### config.mk
export PLATFORM = sky130hd
export DESIGN_NAME = crs_seq
export DESIGN_NICKNAME = d
export VERILOG_FILES = /design/src/hw/crs_pkg.sv /design/src/hw/crs_seq.sv
export SDC_FILE = /design/constraint.sdc
export NUM_CORES = 1
export LEC_CHECK = 0
export BUFFER_PORTS_ARGS = -buffer_cell sky130_fd_sc_hd__buf_4
export CAP_MARGIN = 10
export CORE_MARGIN = 2
export CORE_UTILIZATION = 50
export DETAILED_ROUTE_END_ITERATION = 7
export PLACE_DENSITY = 0.73
export SYNTH_ARGS = -nofsm -noshare
export SYNTH_HDL_FRONTEND = slang
export SYNTH_SLANG_ARGS = --single-unit
### constraint.sdc
create_clock -name pclk -period 5.9 [get_ports pclk]
set_clock_uncertainty 0.2 [all_clocks]
set_input_delay 0.295 -clock pclk [delete_from_list [all_inputs] [get_ports pclk]]
set_output_delay 0.295 -clock pclk [all_outputs]
set_load 0.005 [all_outputs]
### src/hw/crs_pkg.sv
/*
 * constants for the clock and reset sequencer: register map, field positions,
 * reset values and timing counts.
 * assumes a 10 MHz reference clock on pclk and a 32-bit APB register bus.
 */
package crs_pkg;
    // clock
    localparam int unsigned CLK_PERIOD_NS = 100;
    // sequence, in reference clock cycles
    localparam int unsigned SEQ_LEN       = 140;
    localparam int unsigned CLK_STAGE     = 20;
    localparam int unsigned FUNC_STAGE    = 80;
    localparam int unsigned FUNC_PULSE    = 16;
    localparam int unsigned CORE_PULSE    = 16;
    // pll lock waits, least waits rounded up
    localparam int unsigned LOCK_REG_US   = 400;
    localparam int unsigned LOCK_DITH_US  = 750;
    localparam int unsigned LOCK_REG_CYC  =
        (LOCK_REG_US * 1000 + CLK_PERIOD_NS - 1) / CLK_PERIOD_NS;
    localparam int unsigned LOCK_DITH_CYC =
        (LOCK_DITH_US * 1000 + CLK_PERIOD_NS - 1) / CLK_PERIOD_NS;
    // widths
    localparam int unsigned NCORE  = 2;
    localparam int unsigned NDOM   = 4;
    localparam int unsigned NBR    = 4;
    localparam int unsigned CNT_W  = 8;
    localparam int unsigned LOCK_W = 13;
    localparam int unsigned PUL_W  = 5;
    // register offsets
    localparam logic [7:0] A_CTRL  = 8'h00;
    localparam logic [7:0] A_WDMSK = 8'h04;
    localparam logic [7:0] A_DOM   = 8'h08;
    localparam logic [7:0] A_BR    = 8'h0C;
    localparam logic [7:0] A_MODE  = 8'h10;
    localparam logic [7:0] A_STAT  = 8'h14;
    // control fields
    localparam int unsigned B_GSW  = 0;
    localparam int unsigned B_FSWP = 1;
    localparam int unsigned B_FSWS = 2;
    localparam int unsigned B_DBG  = 3;
    localparam int unsigned B_CDBG = 4;
    // mode fields
    localparam int unsigned B_L2A = 0;
    localparam int unsigned B_DDA = 1;
    localparam int unsigned B_DTH = 2;
    localparam int unsigned B_L2S = 3;
    localparam int unsigned B_AXS = 5;
    localparam int unsigned B_DDS = 7;
    localparam int unsigned B_RAT = 9;
    localparam int unsigned MODE_W = 12;
    // reset value of every register
    localparam logic [31:0] REG_RST = 32'h0000_0000;
    // pll source codes
    localparam logic [1:0] PLL0 = 2'h0;
    localparam logic [1:0] PLL3 = 2'h3;
endpackage

### src/hw/crs_seq.sv
/*
 * clock and reset sequencer: global reset sequence, watchdog and software
 * resets, debug resets, per-domain and per-branch resets, clock mode policy
 * and pll lock waits, with an APB register slave.
 * assumes every input is synchronous to pclk except the watchdog expiries.
 */
// Behaviour
// RL1: external reset pin low resets every flop at once, no synchroniser.
// RL2: reset sequence completes 140 reference clocks after reset release.
// RL3: release clocking logic first, then functional blocks, processor cluster last.
// RL4: board holds reset low at least 1000 reference clocks, 100 us minimum duration.
// RL5: unmasked global watchdog expiry, after sync, acts like external reset.
// RL6: a core watchdog expiry resets only that core.
// RL7: software can mask the global and each core watchdog.
// RL8: self-clearing global software reset acts exactly like external reset.
// RL9: functional reset spares plls, clock/reset logic and debug logic.
// RL10: functional reset exists as self-clearing pulse and as static hold.
// RL11: static debug bit holds all debug, trace and processor debug, in reset.
// RL12: separate bits reset processor debug logic on its own.
// RL13: all debug reset bits come out of reset inactive.
// RL14: each clock domain gets its own clock-synchronous reset.
// RL15: per-domain bit resets the whole domain with all branches.
// RL16: per-branch bit resets only that branch.
// RL17: sync mode: L2 and AXI from PLL0, ratios 1:1, 1:1.5, 1:n.
// RL18: async mode: L2 and AXI rates and sources fully independent.
// RL19: async DDR: DDR independent of AXI, dithering only from PLL3.
// RL20: sync DDR: DDR and AXI from PLL0 at 1:1, no dithering; code forces only ddr_src to PLL0, axi_src follows the L2-AXI mode.
// RL21: DDR mode choice independent of L2-AXI mode choice.
// RL22: wait 400 us for regular plls, 750 us for dithered pll.
// RL23: stage split set by constants; every release deasserts on the clock.
module crs_seq
    import crs_pkg::*;
#(
    parameter int unsigned LOCK_DITH = LOCK_DITH_CYC
) (
    // clock and reset
    input  wire logic                  pclk,
    input  wire logic                  presetn,
    // apb slave
    input  wire logic                  psel,
    input  wire logic                  penable,
    input  wire logic                  pwrite,
    input  wire logic [7:0]            paddr,
    input  wire logic [31:0]           pwdata,
    output      logic [31:0]           prdata,
    output      logic                  pready,
    output      logic                  pslverr,
    // watchdog expiries
    input  wire logic                  wd_glob_exp,
    input  wire logic [NCORE-1:0]      wd_core_exp,
    // reset outputs
    output      logic                  rst_clk_n,
    output      logic                  rst_func_n,
    output      logic                  rst_cpu_n,
    output      logic [NCORE-1:0]      rst_core_n,
    output      logic                  rst_dbg_n,
    output      logic [NCORE-1:0]      rst_cpu_dbg_n,
    output      logic [NDOM-1:0]       rst_dom_n,
    output      logic [NDOM*NBR-1:0]   rst_br_n,
    // clock policy
    output      logic [3:0]            pll_ok,
    output      logic                  clk_src_ok,
    output      logic                  l2_axi_async,
    output      logic                  ddr_async,
    output      logic                  ddr_dither,
    output      logic [1:0]            l2_src,
    output      logic [1:0]            axi_src,
    output      logic [1:0]            ddr_src,
    output      logic [2:0]            axi_ratio
);
    logic [NCORE:0]       wd_s1;
    logic [NCORE:0]       wd_s2;
    logic [NCORE:0]       wd_s3;
    logic [NCORE:0]       wd_rise;
    logic [NCORE:0]       wd_mask;
    logic                 wr;
    logic                 setup;
    logic                 gsw_hit;
    logic                 fswp_hit;
    logic                 hard_req;
    logic                 fsw_static;
    logic                 dbg_all;
    logic [NCORE-1:0]     cpu_dbg;
    logic [NDOM-1:0]      dom_bits;
    logic [NDOM*NBR-1:0]  br_bits;
    logic [MODE_W-1:0]    mode;
    logic [CNT_W-1:0]     seq_cnt;
    logic [CNT_W-1:0]     next_cnt;
    logic [LOCK_W-1:0]    lock_cnt;
    logic [PUL_W-1:0]     fcnt;
    logic [PUL_W-1:0]     ccnt [NCORE];
    logic                 func_act;
    logic                 clk_go;
    logic                 func_go;
    logic                 cpu_go;
    logic                 seq_done;
    logic [31:0]          rd_word;

    function automatic logic mapped(input logic [7:0] a);
        return (a[1:0] == 2'h0) && (a <= A_STAT);
    endfunction

    // sync mode forces the shared source
    function automatic logic [1:0] pick(input logic async_m, input logic [1:0] src);
        return async_m ? src : PLL0;
    endfunction

    // watchdog expiry synchronisers, edge taken after the second flop
    always_ff @(posedge pclk or negedge presetn) begin
        if (!presetn) begin
            wd_s1 <= '0;
            wd_s2 <= '0;
            wd_s3 <= '0;
        end else begin
            wd_s1 <= {wd_core_exp, wd_glob_exp};
            wd_s2 <= wd_s1;
            wd_s3 <= wd_s2;
        end
    end
    assign wd_rise = wd_s2 & ~wd_s3;

    assign setup    = psel & ~penable;
    assign wr       = psel & penable & pready & pwrite;
    assign gsw_hit  = wr && (paddr == A_CTRL) && pwdata[B_GSW];
    assign fswp_hit = wr && (paddr == A_CTRL) && pwdata[B_FSWP];
    assign hard_req = gsw_hit | (wd_rise[0] & ~wd_mask[0]); // [RL5] [RL7] [RL8]

    chk_wd_mask: assert property (@(posedge pclk) disable iff (!presetn)
        (wd_rise[0] && wd_mask[0] && !gsw_hit) |=> seq_cnt != '0) // [RL7]
        else $error("masked global watchdog caused a reset");

    // register file, cleared by every hard reset cause
    always_ff @(posedge pclk or negedge presetn) begin
        if (!presetn) begin
            fsw_static <= REG_RST[B_FSWS];
            dbg_all    <= REG_RST[B_DBG]; // [RL13]
            cpu_dbg    <= REG_RST[B_CDBG +: NCORE]; // [RL13]
            wd_mask    <= REG_RST[NCORE:0];
            dom_bits   <= REG_RST[NDOM-1:0];
            br_bits    <= REG_RST[NDOM*NBR-1:0];
            mode       <= REG_RST[MODE_W-1:0];
        end else if (hard_req) begin
            fsw_static <= REG_RST[B_FSWS];
            dbg_all    <= REG_RST[B_DBG]; // [RL8] [RL13]
            cpu_dbg    <= REG_RST[B_CDBG +: NCORE];
            wd_mask    <= REG_RST[NCORE:0];
            dom_bits   <= REG_RST[NDOM-1:0];
            br_bits    <= REG_RST[NDOM*NBR-1:0];
            mode       <= REG_RST[MODE_W-1:0];
        end else if (wr) begin
            case (paddr)
                A_CTRL: begin
                    fsw_static <= pwdata[B_FSWS]; // [RL10]
                    dbg_all    <= pwdata[B_DBG]; // [RL11]
                    cpu_dbg    <= pwdata[B_CDBG +: NCORE]; // [RL12]
                end
                A_WDMSK: wd_mask  <= pwdata[NCORE:0]; // [RL7]
                A_DOM:   dom_bits <= pwdata[NDOM-1:0]; // [RL15]
                A_BR:    br_bits  <= pwdata[NDOM*NBR-1:0]; // [RL16]
                A_MODE:  mode     <= pwdata[MODE_W-1:0]; // [RL21]
                default: ;
            endcase
        end
    end

    chk_dbg_dflt: assert property (@(posedge pclk) disable iff (!presetn)
        $rose(presetn) |-> !dbg_all && cpu_dbg == '0) // [RL13]
        else $error("debug reset bits not inactive after reset");

    // read mux
    always_comb begin
        rd_word = 32'h0000_0000;
        case (paddr)
            A_CTRL:  rd_word = {26'h0, cpu_dbg, dbg_all, fsw_static, 2'h0};
            A_WDMSK: rd_word = {29'h0, wd_mask};
            A_DOM:   rd_word = {28'h0, dom_bits};
            A_BR:    rd_word = {16'h0, br_bits};
            A_MODE:  rd_word = {20'h0, mode};
            A_STAT:  rd_word = {16'h0, ~rst_core_n, func_act, seq_done, pll_ok, seq_cnt};
            default: rd_word = 32'h0000_0000;
        endcase
    end

    // apb answer one cycle after setup
    always_ff @(posedge pclk or negedge presetn) begin
        if (!presetn) begin
            pready  <= 1'b0;
            pslverr <= 1'b0;
            prdata  <= 32'h0000_0000;
        end else begin
            pready  <= setup;
            pslverr <= setup & ~mapped(paddr);
            prdata  <= setup ? rd_word : 32'h0000_0000;
        end
    end

    chk_apb_ready: assert property (@(posedge pclk) disable iff (!presetn)
        (psel && !penable) |=> pready ##1 !pready)
        else $error("apb answer not one cycle after setup");

    // reset sequence counter, restarted by every hard reset cause
    always_comb begin
        next_cnt = seq_cnt;
        if (hard_req) begin
            next_cnt = '0; // [RL5] [RL8]
        end else if (seq_cnt < CNT_W'(SEQ_LEN)) begin
            next_cnt = seq_cnt + 1'b1; // [RL2]
        end
    end

    always_ff @(posedge pclk or negedge presetn) begin
        if (!presetn) begin
            seq_cnt <= '0; // [RL1]
        end else begin
            seq_cnt <= next_cnt;
        end
    end

    assign clk_go   = next_cnt >= CNT_W'(CLK_STAGE); // [RL3] [RL23]
    assign func_go  = next_cnt >= CNT_W'(FUNC_STAGE); // [RL3] [RL23]
    assign cpu_go   = next_cnt >= CNT_W'(SEQ_LEN); // [RL2] [RL3]
    assign seq_done = seq_cnt >= CNT_W'(SEQ_LEN);

    chk_seq_end: assert property (@(posedge pclk) disable iff (!presetn)
        (seq_cnt == CNT_W'(SEQ_LEN - 1) && !hard_req) |=> seq_done && rst_clk_n) // [RL2]
        else $error("sequence did not complete at its last count");

    chk_cpu_late: assert property (@(posedge pclk) disable iff (!presetn)
        rst_cpu_n |-> seq_cnt >= CNT_W'(SEQ_LEN)) // [RL2]
        else $error("cluster released before the sequence ended");

    chk_stage_ord: assert property (@(posedge pclk) disable iff (!presetn)
        (rst_func_n |-> rst_clk_n) and (rst_cpu_n |-> rst_func_n)) // [RL3]
        else $error("stage released out of order");

    chk_hard_all: assert property (@(posedge pclk) disable iff (!presetn)
        hard_req |=> !rst_clk_n && !rst_cpu_n && !rst_dbg_n && seq_cnt == '0) // [RL5]
        else $error("hard reset did not restart the sequence");

    // functional reset pulse
    always_ff @(posedge pclk or negedge presetn) begin
        if (!presetn) begin
            fcnt <= '0;
        end else if (hard_req) begin
            fcnt <= '0;
        end else if (fswp_hit) begin
            fcnt <= PUL_W'(FUNC_PULSE); // [RL10]
        end else if (fcnt != '0) begin
            fcnt <= fcnt - 1'b1;
        end
    end
    assign func_act = (fcnt != '0) | fsw_static; // [RL10]

    chk_func_pulse: assert property (@(posedge pclk) disable iff (!presetn)
        (fswp_hit && !hard_req && seq_done) |=> ##1 !rst_func_n [*8]) // [RL10]
        else $error("functional pulse too short");

    chk_func_keep: assert property (@(posedge pclk) disable iff (!presetn)
        (func_act && seq_done && !hard_req && !dbg_all) |=> rst_clk_n && rst_dbg_n
        && !rst_func_n) // [RL9]
        else $error("functional reset touched clock or debug logic");

    // per-core watchdog pulses
    always_ff @(posedge pclk or negedge presetn) begin
        if (!presetn) begin
            for (int c = 0; c < NCORE; c++) begin
                ccnt[c] <= '0;
            end
        end else begin
            for (int c = 0; c < NCORE; c++) begin
                if (hard_req) begin
                    ccnt[c] <= '0;
                end else if (wd_rise[c+1] && !wd_mask[c+1]) begin
                    ccnt[c] <= PUL_W'(CORE_PULSE); // [RL6] [RL7]
                end else if (ccnt[c] != '0) begin
                    ccnt[c] <= ccnt[c] - 1'b1;
                end
            end
        end
    end

    // reset outputs, all released on a pclk edge
    always_ff @(posedge pclk or negedge presetn) begin
        if (!presetn) begin
            rst_clk_n     <= 1'b0; // [RL1]
            rst_func_n    <= 1'b0;
            rst_cpu_n     <= 1'b0;
            rst_core_n    <= '0;
            rst_dbg_n     <= 1'b0;
            rst_cpu_dbg_n <= '0;
            rst_dom_n     <= '0;
            rst_br_n      <= '0;
        end else begin
            rst_clk_n  <= clk_go; // [RL14] [RL23]
            rst_func_n <= func_go & ~func_act; // [RL9]
            rst_cpu_n  <= cpu_go & ~func_act;
            rst_dbg_n  <= clk_go & ~dbg_all; // [RL11]
            for (int c = 0; c < NCORE; c++) begin
                rst_core_n[c]    <= cpu_go & ~func_act & (ccnt[c] == '0); // [RL6]
                rst_cpu_dbg_n[c] <= clk_go & ~dbg_all & ~cpu_dbg[c]; // [RL11] [RL12]
            end
            for (int d = 0; d < NDOM; d++) begin
                rst_dom_n[d] <= func_go & ~func_act & ~dom_bits[d]; // [RL14] [RL15]
                for (int b = 0; b < NBR; b++) begin
                    rst_br_n[d*NBR+b] <= func_go & ~func_act & ~dom_bits[d]
                        & ~br_bits[d*NBR+b]; // [RL15] [RL16]
                end
            end
        end
    end

    chk_core_only: assert property (@(posedge pclk) disable iff (!presetn)
        (wd_rise == 3'b010 && !wd_mask[1] && seq_done && !func_act) |=> ##1
        !rst_core_n[0] && rst_core_n[1] && rst_cpu_n) // [RL6]
        else $error("core watchdog reset spread beyond its core");

    chk_dbg_hold: assert property (@(posedge pclk) disable iff (!presetn)
        dbg_all |=> !rst_dbg_n && rst_cpu_dbg_n == '0) // [RL11]
        else $error("debug logic not held in reset");

    chk_branch: assert property (@(posedge pclk) disable iff (!presetn)
        (dom_bits[0] |=> rst_br_n[NBR-1:0] == '0 && !rst_dom_n[0])
        and ((br_bits[0] && !dom_bits[1]) |=> !rst_br_n[0])) // [RL15] [RL16]
        else $error("domain or branch reset not applied");

    // pll lock wait, counted from release of the clocking logic
    always_ff @(posedge pclk or negedge presetn) begin
        if (!presetn) begin
            lock_cnt <= '0;
            pll_ok   <= '0;
        end else if (hard_req) begin
            lock_cnt <= '0;
            pll_ok   <= '0;
        end else begin
            if (rst_clk_n && lock_cnt != '1) begin
                lock_cnt <= lock_cnt + 1'b1;
            end
            pll_ok[2:0] <= {3{lock_cnt >= LOCK_W'(LOCK_REG_CYC)}}; // [RL22]
            pll_ok[3]   <= lock_cnt >= LOCK_W'(LOCK_DITH); // [RL22]
        end
    end

    chk_pll_wait: assert property (@(posedge pclk) disable iff (!presetn)
        (pll_ok[0] |-> lock_cnt >= LOCK_W'(LOCK_REG_CYC))
        and (pll_ok[3] |-> lock_cnt >= LOCK_W'(LOCK_DITH))) // [RL22]
        else $error("pll used before its lock time");

    // clock mode policy
    always_ff @(posedge pclk or negedge presetn) begin
        if (!presetn) begin
            l2_axi_async <= 1'b0;
            ddr_async    <= 1'b0;
            ddr_dither   <= 1'b0;
            l2_src       <= PLL0;
            axi_src      <= PLL0;
            ddr_src      <= PLL0;
            axi_ratio    <= '0;
            clk_src_ok   <= 1'b0;
        end else begin
            l2_axi_async <= mode[B_L2A]; // [RL18]
            ddr_async    <= mode[B_DDA]; // [RL21]
            ddr_dither   <= mode[B_DDA] & mode[B_DTH]; // [RL19] [RL20]
            l2_src       <= pick(mode[B_L2A], mode[B_L2S +: 2]); // [RL17] [RL18]
            axi_src      <= pick(mode[B_L2A], mode[B_AXS +: 2]); // [RL17]
            if (!mode[B_DDA]) begin
                ddr_src <= PLL0; // [RL20]
            end else if (mode[B_DTH]) begin
                ddr_src <= PLL3; // [RL19]
            end else begin
                ddr_src <= mode[B_DDS +: 2];
            end
            axi_ratio  <= mode[B_RAT +: 3]; // [RL17]
            clk_src_ok <= pll_ok[pick(mode[B_L2A], mode[B_L2S +: 2])]
                & pll_ok[pick(mode[B_L2A], mode[B_AXS +: 2])]
                & pll_ok[ddr_src]; // [RL22]
        end
    end

    chk_ddr_sync: assert property (@(posedge pclk) disable iff (!presetn)
        !mode[B_DDA] |=> ddr_src == PLL0 && !ddr_dither) // [RL20]
        else $error("sync ddr mode not on pll0 or dithering");

    chk_l2_sync: assert property (@(posedge pclk) disable iff (!presetn)
        !mode[B_L2A] |=> l2_src == PLL0 && axi_src == PLL0) // [RL17]
        else $error("sync l2 axi mode not on pll0");
endmodule

==> summary.txt, run 1 <==
Outcome
  • Status: finished clean

Worst setup path
  • Worst reg2reg setup slack: 3.07 ns
  • Slowest CP cell: dlygate4sd3_1
  • WP data arrival: 3.10 ns
  • Required time worst endpoint: 6.00 ns
  • Crit Path Max Fanout: 38
  • Most used cell, CP: buf_4
  • Worst-path cell chain: dlygate4sd3_1 -> buf_4 -> nand4_1 -> nor4_4 -> a21o_2 -> buf_4 -> nor2_2 -> a22o_1
  • Endpoint class of the critical path: flip-flop
  • Crit path launch type: input pin
  • Critical path's largest stage delay: 0.54 ns
  • Crit Path Class: input pin to flip-flop
  • Setup crit start: psel
  • Worst R2R Start: pready$_DFF_PN0_

Synth
  • Yosys reg bits: 145
  • Synth async-reset ratio: 1.000
  • Post-synthesis sequential area ratio: 0.5540
  • Unique masters post-synth: 64
  • Yosys warning total: 0
  • Cells after Synth: 620
  • Post-synth top flop: dfrtp_1
  • Mapped Area: 6550 sq um
  • Post-synth EDFFs: 0
  • Syn avg cell area: 10.56 sq um

Flow run
  • Max_cap viols: 0

Finish
  • Fraction of layout cells with a size suffix above 1: 0.2027
  • Area growth syn-to-layout: 22.43%
  • Most frequent cells in the layout: dfrtp_1 (145), buf_4 (98), nor2_1 (70)
  • Commonest non-fill, non-tap cell in the layout: dfrtp_1
  • Fin nets: 785
  • Antenna cells: 0

Power and ir drop
  • Pwr/cell area: 313.5 nW/um^2
  • Cell leakage power: 3.724 nW
  • Maximum vdd drop: 169.4 uV

Clock network
  • Clock sinks: 145
  • Clk_lat worst skew: 0.41 ns
  • CTS root buffer: clkbuf_16
  • # hold bufs at CTS: 24
  • H-tree Lvls: 4
  • Post-CTS sizing: 0
  • CTS tree: done
  • Clk buf depth: 2
  • Post-CTS Setup Repair Bufs: 0
  • Clock slew at reported path FFs: 0.06 ns
  • Cts bufs inserted: 17

STA
  • Max-Slew Margin vs Limit: 0.3905
  • Total negative slack: 0 ns
  • Worst-Margin Slew: 0.9109 ns
  • Post-route setup slack: 2.904 ns
  • Final Hold Vio Count: 0
  • Max Slew Vio Count: 0
  • Setup Viol. Count Final: 0
  • Final Critical Period: 2.996 ns
  • Setup repair after global routing missed its margin: false
  • Fmax: 0.3337 GHz
  • Final worst-path cycle share: 0.5078

Floorplan
  • Rows: 41
  • Core footprint: 12,720 sq um
  • Die area: 14,030 sq um
  • Io pins: 127
  • Die W: 118.5 microns
  • DIE HEIGHT: 118.5 microns
  • Starting Density: 0.5149

GRT
  • First-pass GRT wire length: 25,640 microns
  • Largest net degree at the start of global routing: 76
  • Vias in the first global route: 5,048
  • Gr usage total: 0.2284
  • Antenna violations before repair: 0
  • Gr ovfl total: 0

Min path
  • HP Start: penable
  • Worst Hold Class: input pin to flip-flop

Drt
  • Post-DRT Antenna Nets: 0
  • DR DRC count: 0
  • Routed vias: 5,081
  • Vias/cell: 5.571
  • Drt pass-1 iters: 7
  • WL per Instance: 17.03 microns
  • Post-Route WL: 15,530 microns
  • DR iter-0 viols: 515

Placed design
  • Worst slack at placement: 2.894 ns
  • Post-DP HPWL: 10,410 microns
  • GPL Wtd Cong: 0.9298
  • Port Buffer Count: 94
==> stage by stage <==
| stage | hold slack [ns] | instance area [sq um] | cells | total power, W | util |
|---|---|---|---|---|---|
| after floorplan | -0.2006 | 6606 | 635 | 0.001452 | - |
| after global placement | 0.1341 | 7257 | 856 | 0.001533 | 0.5704 |
| after detailed placement | 0.1378 | 7257 | 856 | 0.001571 | 0.5704 |
| after CTS | 0.01513 | 8019 | 912 | 0.002529 | 0.6303 |
| after global routing | 0.03839 | 8019 | 912 | 0.002649 | 0.6303 |
| final | 0.02281 | 8019 | 912 | 0.002514 | 0.6303 |
==> cells by family (layout without fill, tap and decap cells) <==
group                    count (synthesis)  count (layout)  synth area share
AO/OA/AOI/OAI                          104             104            0.1075
XOR/XNOR                                18              18           0.02407
adder cells (fa/ha/maj)                 10              10           0.01910
buffers and inverters                   69             174           0.05941
flip-flops                             145             145            0.5540
multiplexers                            27              27           0.04412
other                                    1              16         0.0005725
AND/OR/NAND/NOR                        246             246            0.1912
==> flip-flops by register name (all words and copies together), names as in the netlist, 3 cells and up <==
| register | count |
|---|---|
| rst_dom_n | 4 |
| mode | 12 |
| wd_mask | 3 |
| ccnt | 10 |
| lock_cnt | 13 |
| wd_s1 | 3 |
| dom_bits | 4 |
| wd_s3 | 3 |
| rst_br_n | 16 |
| axi_ratio | 3 |
| fcnt | 5 |
| br_bits | 16 |
| wd_s2 | 3 |
| prdata | 16 |
| seq_cnt | 8 |
==> synth_stat cells, drive strengths merged, types with 9 or more instances <==
| master | number | share of area |
|---|---|---|
| dfrtp | 145 | 0.55 |
| a21oi | 31 | 0.024 |
| o21ai | 17 | 0.013 |
| a22oi | 9 | 0.010 |
| buf | 41 | 0.043 |
| mux2i | 21 | 0.032 |
| ha | 10 | 0.019 |
| xnor2 | 11 | 0.015 |
| or3 | 9 | 0.010 |
| nand3 | 14 | 0.011 |
| nor3 | 18 | 0.015 |
| nor2 | 72 | 0.042 |
| clkbuf | 9 | 0.0052 |
| nand2 | 66 | 0.038 |
| inv | 19 | 0.011 |
| nor4 | 26 | 0.030 |
==> per-layer routing <==
layer	track usage	up-vias	routed length [microns]
li1	-	2359	-
met1	0.3006	2502	6620
met2	0.3815	205	7747
met3	0.05116	15	1037
met4	0.06548	0	127
met5	0	-	0
==> cell type report <==
type                            instances  area, sq um
Tap cell                              172        215.2
Clock inverter                         13        88.84
Fill cell                            1010         4703
Multi-Input combinational cell        421         2595
Clock buffer                           19        432.9
Timing Repair Buffer                  123        987.2
Sequential cell                       145         3628
Inverter                               19        71.32
==> critical path, delay by kind of cell <==
family,cells,cell delay (ns)
and+or+nand+nor,3,0.96
AOI/OAI and AO/OA,2,0.72
buffers and inverters,3,1.11
==> path summary, 6_finish.rpt <==
| check | to | depth (start not counted) |
|---|---|---|
| worst max-delay path | fsw_static$_DFFE_PN0P_ | 8 |
| worst min-delay path | prdata[2]$_DFF_PN0_ | 3 |
| worst max register to register | fsw_static$_DFFE_PN0P_ | 6 |
| worst min register to register | wd_s2[0]$_DFF_PN0_ | 0 |
| max in group asynchronous | wd_mask[2]$_DFFE_PN0P_ | 3 |
| min in group asynchronous | prdata[13]$_DFF_PN0_ | 2 |
==> power by group <==
group	leakage (nW)	total (W)	internal (W)	switching, W
logic	1.50	0.000425	0.000180	0.000245
clock network	0.245	0.000942	0.000535	0.000407
registers	1.97	0.00115	0.00106	0.0000838
Note: power is estimated with default switching activity, not from simulation.
==> run 2: changes to the inputs <==
- ABC_AREA: not set -> 1
- PLACE_DENSITY: 0.73 -> 0.76
- clock period: 5.9 -> 2.55 ns (I/O delays scaled with it)
==> summary.txt, run 2 <==
Worst setup path
  • Crit path launch type: input pin (unchanged)
  • Endpoint class of the critical path: flip-flop (unchanged)
  • Required time worst endpoint: 2.64 ns (was 6.00 ns)
  • WP data arrival: 2.56 ns (was 3.10 ns)
  • Setup crit start: paddr[7] (was psel)
  • Crit Path Class: input pin to flip-flop (unchanged)
  • Critical path's largest stage delay: 0.62 ns (was 0.54 ns)
  • Most used cell, CP: dlygate4sd3_1 (was buf_4)
  • Slowest CP cell: dlygate4sd3_1 (unchanged)
  • Worst-path cell chain: dlygate4sd3_1 -> buf_4 -> nor3_1 -> dlygate4sd3_1 -> o21ai_0 -> a21oi_1 -> dlygate4sd3_1 -> nor2_1 (was dlygate4sd3_1 -> buf_4 -> nand4_1 -> nor4_4 -> a21o_2 -> buf_4 -> nor2_2 -> a22o_1)
  • Reg2reg path depth: 11 (was 6)
  • Worst R2R Start: pready$_DFF_PN0_ (unchanged)
  • Crit Path Max Fanout: 2 (was 38)

Clock network
  • Clock sinks: 145 (unchanged)
  • Cts bufs inserted: 17 (unchanged)
  • Clk buf depth: 2 (unchanged)
  • H-tree Lvls: 4 (unchanged)
  • CTS tree: done (unchanged)
  • Post-CTS Setup Repair Bufs: 0 (unchanged)
  • Clk_lat worst skew: 0.41 ns (about the same)
  • CTS root buffer: clkbuf_16 (unchanged)
  • Clock slew at reported path FFs: 0.06 ns (about the same)

GRT
  • First-pass GRT wire length: 24,060 microns (was 25,640 microns)
  • Most Crowded Layer GR: met2 (unchanged)
  • Antenna violations before repair: 0 (unchanged)
  • Largest net degree at the start of global routing: 76 (unchanged)
  • Vias in the first global route: 4,925 (was 5,048)
  • Gr ovfl total: 0 (unchanged)
  • Met1 Resource Use GR: 0.2926 (was 0.3006)
  • Met3 usage: 0.05189 (was 0.05116)
  • M2 GR Usage: 0.3988 (was 0.3815)
  • Gr usage total: 0.2310 (was 0.2284)

STA
  • Final worst-path cycle share: 0.9668
  • Fmax: 0.4056 GHz
  • Setup repair after global routing missed its margin: false (unchanged)
  • Setup Viol. Count Final: 0 (unchanged)
  • Max Slew Vio Count: 0 (unchanged)
  • Max-Slew Margin vs Limit: 0.5575 (was 0.3905)
  • Final Hold Vio Count: 0 (unchanged)
  • Post-route setup slack: 0.08475 ns (was 2.904 ns)
  • Total negative slack: 0 ns (unchanged)
  • Final Critical Period: 2.465 ns
  • Worst-Margin Slew: 0.6637 ns (was 0.9109 ns)
  • WHS: 0.02526 ns (was 0.02281 ns)

Placed design
  • GPL Wtd Cong: 0.9411 (was 0.9298)
  • Post-DP HPWL: 10,730 microns (was 10,410 microns)
  • Worst slack at placement: 0.3354 ns (was 2.894 ns)
  • Port Buffer Count: 94 (unchanged)

Drt
  • Vias/cell: 5.116 (was 5.571)
  • Post-DRT Antenna Nets: 0 (unchanged)
  • DR DRC count: 0 (unchanged)
  • WL per Instance: 15.00 microns (was 17.03 microns)
  • Post-Route WL: 15,130 microns (was 15,530 microns)
  • Drt pass-1 iters: 5 (was 7)
  • DR iter-0 viols: 395 (was 515)
  • Routed vias: 5,162 (was 5,081)

Finish
  • Fin nets: 882 (was 785)
  • Top flop regs: br_bits x16, prdata x16, rst_br_n x16 (unchanged)
  • Fillers: 998 (was 1,010)
  • Fraction of layout cells with a size suffix above 1: 0.1947 (was 0.2027)
  • Most frequent cells in the layout: nand2_1 (150), dfrtp_1 (145), buf_4 (99) (was dfrtp_1 (145), buf_4 (98), nor2_1 (70))
  • Area growth syn-to-layout: 27.57% (was 22.43%)
  • Commonest non-fill, non-tap cell in the layout: nand2_1 (was dfrtp_1)
  • Reg area: 3628 sq um (unchanged)
  • Multi-input logic area: 2215 sq um (was 2595 sq um)
  • Antenna cells: 0 (unchanged)

Min path
  • Worst Hold Class: input pin to flip-flop (unchanged)
  • Hold path cells: 6 (was 3)
  • HP Start: paddr[0] (was penable)

Synth
  • Post-synth top area share: 0.5735 (was 0.5540)
  • Post-synth EDFFs: 0 (unchanged)
  • Yosys reg bits: 145 (unchanged)
  • Synth area leader: dfrtp_1 (unchanged)
  • Most frequent cell after synthesis: nand2_1 (was dfrtp_1)
  • Yosys warning total: 0 (unchanged)
  • Post-synth top flop: dfrtp_1 (unchanged)
  • Cells after Synth: 690 (was 620)
  • Synth top area cells: dfrtp_1 (57%), nand2_1 (8.9%), inv_1 (5.1%) (was dfrtp_1 (55%), nor2_1 (4.0%), nand2_1 (3.8%))
  • Synth async-reset ratio: 1.000 (unchanged)
  • Top cells by count, synth: nand2_1 (150), dfrtp_1 (145), inv_1 (86), nor2_1 (76), o21ai_0 (44) (was dfrtp_1 (145), nor2_1 (70), nand2_1 (66), a21oi_1 (31), nor4_1 (23))
  • Post-synthesis sequential area ratio: 0.5735 (was 0.5540)
  • Unique masters post-synth: 45 (was 64)
  • Mapped Area: 6327 sq um (was 6550 sq um)
  • Syn avg cell area: 9.170 sq um (was 10.56 sq um)

Flow run
  • Max_cap viols: 0 (unchanged)

Power and ir drop
  • Maximum vdd drop: 341.4 uV (was 169.4 uV)
  • Tot Pwr: 0.007188 W (was 0.002514 W)
  • Cell leakage power: 4.177 nW (was 3.724 nW)
  • Pwr/cell area: 890.5 nW/um^2 (was 313.5 nW/um^2)

Floorplan
  • Die W: 116.5 microns (was 118.5 microns)
  • Die area: 13,570 sq um (was 14,030 sq um)
  • Core footprint: 12,470 sq um (was 12,720 sq um)
  • DIE HEIGHT: 116.5 microns (was 118.5 microns)
  • Starting Density: 0.5076 (was 0.5149)
  • Rows: 41 (unchanged)
  • Io pins: 127 (unchanged)

Outcome
  • Status: finished clean (unchanged)
-- run 2: cell types whose count changed after synthesis, sizes merged, moves of 10 or more --
cell | previous run | this run
nand2 | 66 | 160
inv | 19 | 90
o21ai | 17 | 50
nor4 | 26 | 0
nand3 | 14 | 37
mux2i | 21 | 0
buf | 41 | 26
nor2 | 72 | 84
nor3 | 18 | 8
-- run 2: worst max-delay path: cells and delay by family --
family                 cells  cell delay [ns]
AO/OA/AOI/OAI              2             0.29
buffers and inverters      4             1.89
AND/OR/NAND/NOR            2             0.27
-- run 2: final cells by class --
type / instances / area share
clock buffer: 20 / 0.05410
clock inverter: 12 / 0.02248
inverter: 90 / 0.04216
multi-input combinational: 441 / 0.2744
sequential: 145 / 0.4495
tap: 172 / 0.02666
timing repair buffer: 129 / 0.1307
-- run 2: per-layer routing --
metal / up-vias / share of wire
met1: 2485 / 0.42
li1: 2442 / -
met2: 213 / 0.50
met4: 0 / 0.016
met5: - / 0
met3: 22 / 0.067
-- run 2: worst paths after layout --
check,end,slack (ns)
min reg2reg,wd_s2[2]$_DFF_PN0_,0.15
max reg2reg,rst_cpu_dbg_n[0]$_DFF_PN0_,0.32
max,pslverr$_DFF_PN0_,0.08
max in group asynchronous,lock_cnt[12]$_DFFE_PN0P_,1.33
min in group asynchronous,axi_ratio[2]$_DFF_PN0_,0.11
min,prdata[3]$_DFF_PN0_,0.03
-- run 2: timing repair --
action	in CTS	in global routing
gates resized for setup	0	1
endpoints found under the setup margin	0	4
endpoints found under the hold margin	124	0
hold buffers	28	0
-- run 2: logic make-up after synthesis --
group / synth area share
buf+inv: 0.08622
xor+xnor: 0.005538
fa+ha+maj: 0.01977
flops: 0.5735
other cells: 0.0005927
compound gates: 0.09828
simple gates: 0.2161
-- run 2: per-stage QoR --
| step | cell area [sq um] | utilization | std cells |
|---|---|---|---|
| 6_report | 8071 | 0.6475 | 1009 |
| 3_3_place_gp | 7168 | 0.5750 | 949 |
| 2_1_floorplan | 6384 | - | 705 |
| 4_1_cts | 8066 | 0.6471 | 1009 |
| 5_1_grt | 8071 | 0.6475 | 1009 |
| 3_5_place_dp | 7168 | 0.5750 | 949 |
-- run 2: where the power goes --
group	internal, W	switching, W	total [W]	leakage, nW
clock	0.00164	0.000952	0.00260	0.288
sequential	0.00274	0.000374	0.00311	1.91
combinational	0.000603	0.000874	0.00148	1.98
total	0.00499	0.00220	0.00719	4.18
==> run 3: changes to the inputs <==
- PLACE_DENSITY: 0.76 -> 0.74
- clock period: 2.55 -> 2.9 ns (I/O delays scaled with it)
==> summary.txt, run 3 (synthesized netlist as in run 2, its figures left out) <==
Drt
  • Max Used Layer: met4 (unchanged)
  • WL per Instance: 15.01 microns (was 15.00 microns)
  • M1 WL: 6337 microns (was 6333 microns)
  • Detail Route met2 WL: 7371 microns (was 7531 microns)
  • Post-Route WL: 15,050 microns (was 15,130 microns)
  • Drt pass-1 iters: 5 (unchanged)
  • DR WL met3: 1003 microns (was 1019 microns)
  • Post-DRT Antenna Nets: 0 (unchanged)
  • DR DRC count: 0 (unchanged)
  • Vias/cell: 5.126 (was 5.116)
  • Routed vias: 5,141 (was 5,162)
  • DR iter-0 viols: 426 (was 395)

STA
  • Fmax: 0.3885 GHz
  • Worst-Margin Slew: 1.014 ns (was 0.6637 ns)
  • Setup Viol. Count Final: 0 (unchanged)
  • WHS: 0.02673 ns (was 0.02526 ns)
  • Final Critical Period: 2.574 ns
  • Max Slew Vio Count: 0 (unchanged)
  • Final Hold Vio Count: 0 (unchanged)
  • Final worst-path cycle share: 0.8876
  • Total negative slack: 0 ns (unchanged)
  • Max-Slew Margin vs Limit: 0.3233 (was 0.5575)
  • Setup repair after global routing missed its margin: false (unchanged)

Clock network
  • Post-CTS Setup Repair Bufs: 0 (unchanged)
  • Cts bufs inserted: 17 (unchanged)
  • Clock slew at reported path FFs: 0.06 ns (about the same)
  • Post-CTS sizing: 0 (unchanged)
  • H-tree Lvls: 4 (unchanged)
  • Clk buf depth: 2 (unchanged)
  • CTS root buffer: clkbuf_16 (unchanged)
  • Clk_lat worst skew: 0.43 ns (was 0.41 ns)
  • # hold bufs at CTS: 25 (was 28)
  • CTS tree: done (unchanged)
  • Clock sinks: 145 (unchanged)

Finish
  • Fraction of layout cells with a size suffix above 1: 0.1925 (was 0.1947)
  • Reg area: 3628 sq um (unchanged)
  • Multi-input logic area: 2210 sq um (was 2215 sq um)
  • Most frequent cells in the layout: nand2_1 (150), dfrtp_1 (145), buf_4 (96) (was nand2_1 (150), dfrtp_1 (145), buf_4 (99))
  • Fin nets: 876 (was 882)
  • Top flop regs: br_bits x16, prdata x16, rst_br_n x16 (unchanged)
  • Commonest non-fill, non-tap cell in the layout: nand2_1 (unchanged)
  • Fillers: 1,016 (was 998)
  • Post-Layout Cell Count: 1,003 (was 1,009)
  • Area growth syn-to-layout: 26.28% (was 27.57%)
  • Finished Cell Area: 7990 sq um (was 8071 sq um)
  • Antenna cells: 0 (unchanged)

Min path
  • Worst Hold End: dbg_all$_DFFE_PN0P_ (was prdata[3]$_DFF_PN0_)
  • HP Start: pwdata[3] (was paddr[0])
  • Hold path cells: 3 (was 6)
  • Worst Hold Class: input pin to flip-flop (unchanged)

Worst setup path
  • Worst reg2reg setup slack: 0.53 ns (was 0.32 ns)
  • Crit Path Class: input pin to flip-flop (unchanged)
  • Endpoint class of the critical path: flip-flop (unchanged)
  • WP data arrival: 2.66 ns (was 2.56 ns)
  • Capturing point of the worst reg2reg path: rst_br_n[8]$_DFF_PN0_ (was rst_cpu_dbg_n[0]$_DFF_PN0_)
  • Crit Path Max Fanout: 12 (was 2)
  • Required time worst endpoint: 2.99 ns (was 2.64 ns)
  • Slowest CP cell: dlygate4sd3_1 (unchanged)
  • Critical path's largest stage delay: 0.61 ns (was 0.62 ns)
  • Worst R2R Start: pready$_DFF_PN0_ (unchanged)
  • Reg2reg path depth: 11 (unchanged)
  • Worst-path cell chain: dlygate4sd3_1 -> buf_4 -> inv_1 -> nand2_1 -> nor3_2 -> nand2_1 -> a21oi_1 -> dlygate4sd3_1 -> nor2_1 (was dlygate4sd3_1 -> buf_4 -> nor3_1 -> dlygate4sd3_1 -> o21ai_0 -> a21oi_1 -> dlygate4sd3_1 -> nor2_1)
  • Crit path launch type: input pin (unchanged)

Floorplan
  • Io pins: 127 (unchanged)
  • Rows: 41 (unchanged)
  • Core footprint: 12,470 sq um (unchanged)
  • Die area: 13,570 sq um (unchanged)
  • Die W: 116.5 microns (unchanged)
  • Starting Density: 0.5076 (unchanged)
  • DIE HEIGHT: 116.5 microns (unchanged)

GRT
  • Antenna violations before repair: 0 (unchanged)
  • First-pass GRT wire length: 24,140 microns (was 24,060 microns)
  • Gr usage total: 0.2352 (was 0.2310)
  • Largest net degree at the start of global routing: 75 (was 76)
  • Gr ovfl total: 0 (unchanged)
  • Vias in the first global route: 5,047 (was 4,925)

Flow run
  • Max_cap viols: 0 (unchanged)

Placed design
  • GPL Wtd Cong: 0.9784 (was 0.9411)
  • Placed Area: 7146 sq um (was 7168 sq um)
  • Port Buffer Count: 94 (unchanged)
  • Post-DP HPWL: 10,760 microns (was 10,730 microns)
  • Placed cell count: 946 (was 949)

Outcome
  • Status: finished clean (unchanged)

Power and ir drop
  • Cell leakage power: 4.141 nW (was 4.177 nW)
  • Pwr/cell area: 776.2 nW/um^2 (was 890.5 nW/um^2)
  • Maximum vdd drop: 458.7 uV (was 341.4 uV)
  • Tot Pwr: 0.006202 W (was 0.007188 W)
==> run 3: cell types whose count changed in the layout (fill, tap and decap cells not counted) <==
cell           previous run  this run
buf_4                    99        96
clkinvlp_4                4         2
dlygate4sd3_1            28        25
nor2_2                    4         5
clkinv_2                  1         2
nor2_4                    3         2
bufinv_16                 4         2
clkinv_4                  0         2
clkbuf_8                  0         4
inv_6                     3         0
==> run 3: worst max-delay path, delay by kind of cell <==
| family | cells | cell delay [ns] |
|---|---|---|
| AO/OA/AOI/OAI | 1 | 0.35 |
| AND/OR/NAND/NOR | 4 | 0.83 |
| buffers and inverters | 4 | 1.34 |
==> run 3: final cells by class <==
type / count / area share
Clock buffer: 24 / 0.06154
Tap cell: 172 / 0.02693
Timing Repair Buffer: 123 / 0.1254
Clock inverter: 8 / 0.01284
Sequential cell: 145 / 0.4541
Inverter: 90 / 0.04259
Multi-Input combinational cell: 441 / 0.2765
==> run 3: routing by layer <==
layer,GRT usage,vias to the layer above
met3,0.07006,33
met5,0,-
met4,0.09048,0
met2,0.3868,217
met1,0.2946,2457
li1,-,2434
==> run 3: stage by stage <==
step                        util  setup slack (ns)
after floorplan                -             1.104
after global placement    0.5732            0.6657
after detailed placement  0.5732            0.5945
after CTS                 0.6410            0.4581
after global routing      0.6410            0.3348
final                     0.6410            0.3259
==> run 3: worst max-delay path by stage <==
stage                             from                    endpoint  slack [ns]  depth (start not counted)
4_1_cts                       paddr[1]           pslverr$_DFF_PN0_        0.46                          9
6_report                      paddr[1]           pslverr$_DFF_PN0_        0.33                          9
3_3_place_gp          pready$_DFF_PN0_  rst_cpu_dbg_n[0]$_DFF_PN0_        0.67                         11
3_5_place_dp          pready$_DFF_PN0_      rst_dom_n[2]$_DFF_PN0_        0.59                         11
2_1_floorplan  lock_cnt[0]$_DFFE_PN0P_    lock_cnt[10]$_DFFE_PN0P_        1.10                         11
5_1_grt                       paddr[1]           pslverr$_DFF_PN0_        0.33                          9
==> run 3: power by group <==
part	leakage (nW)	internal, W	switching (W)	total (W)
logic	1.95	0.000528	0.000777	0.00131
clock network	0.286	0.00136	0.000812	0.00217
registers	1.91	0.00241	0.000318	0.00273
total	4.14	0.00429	0.00191	0.00620
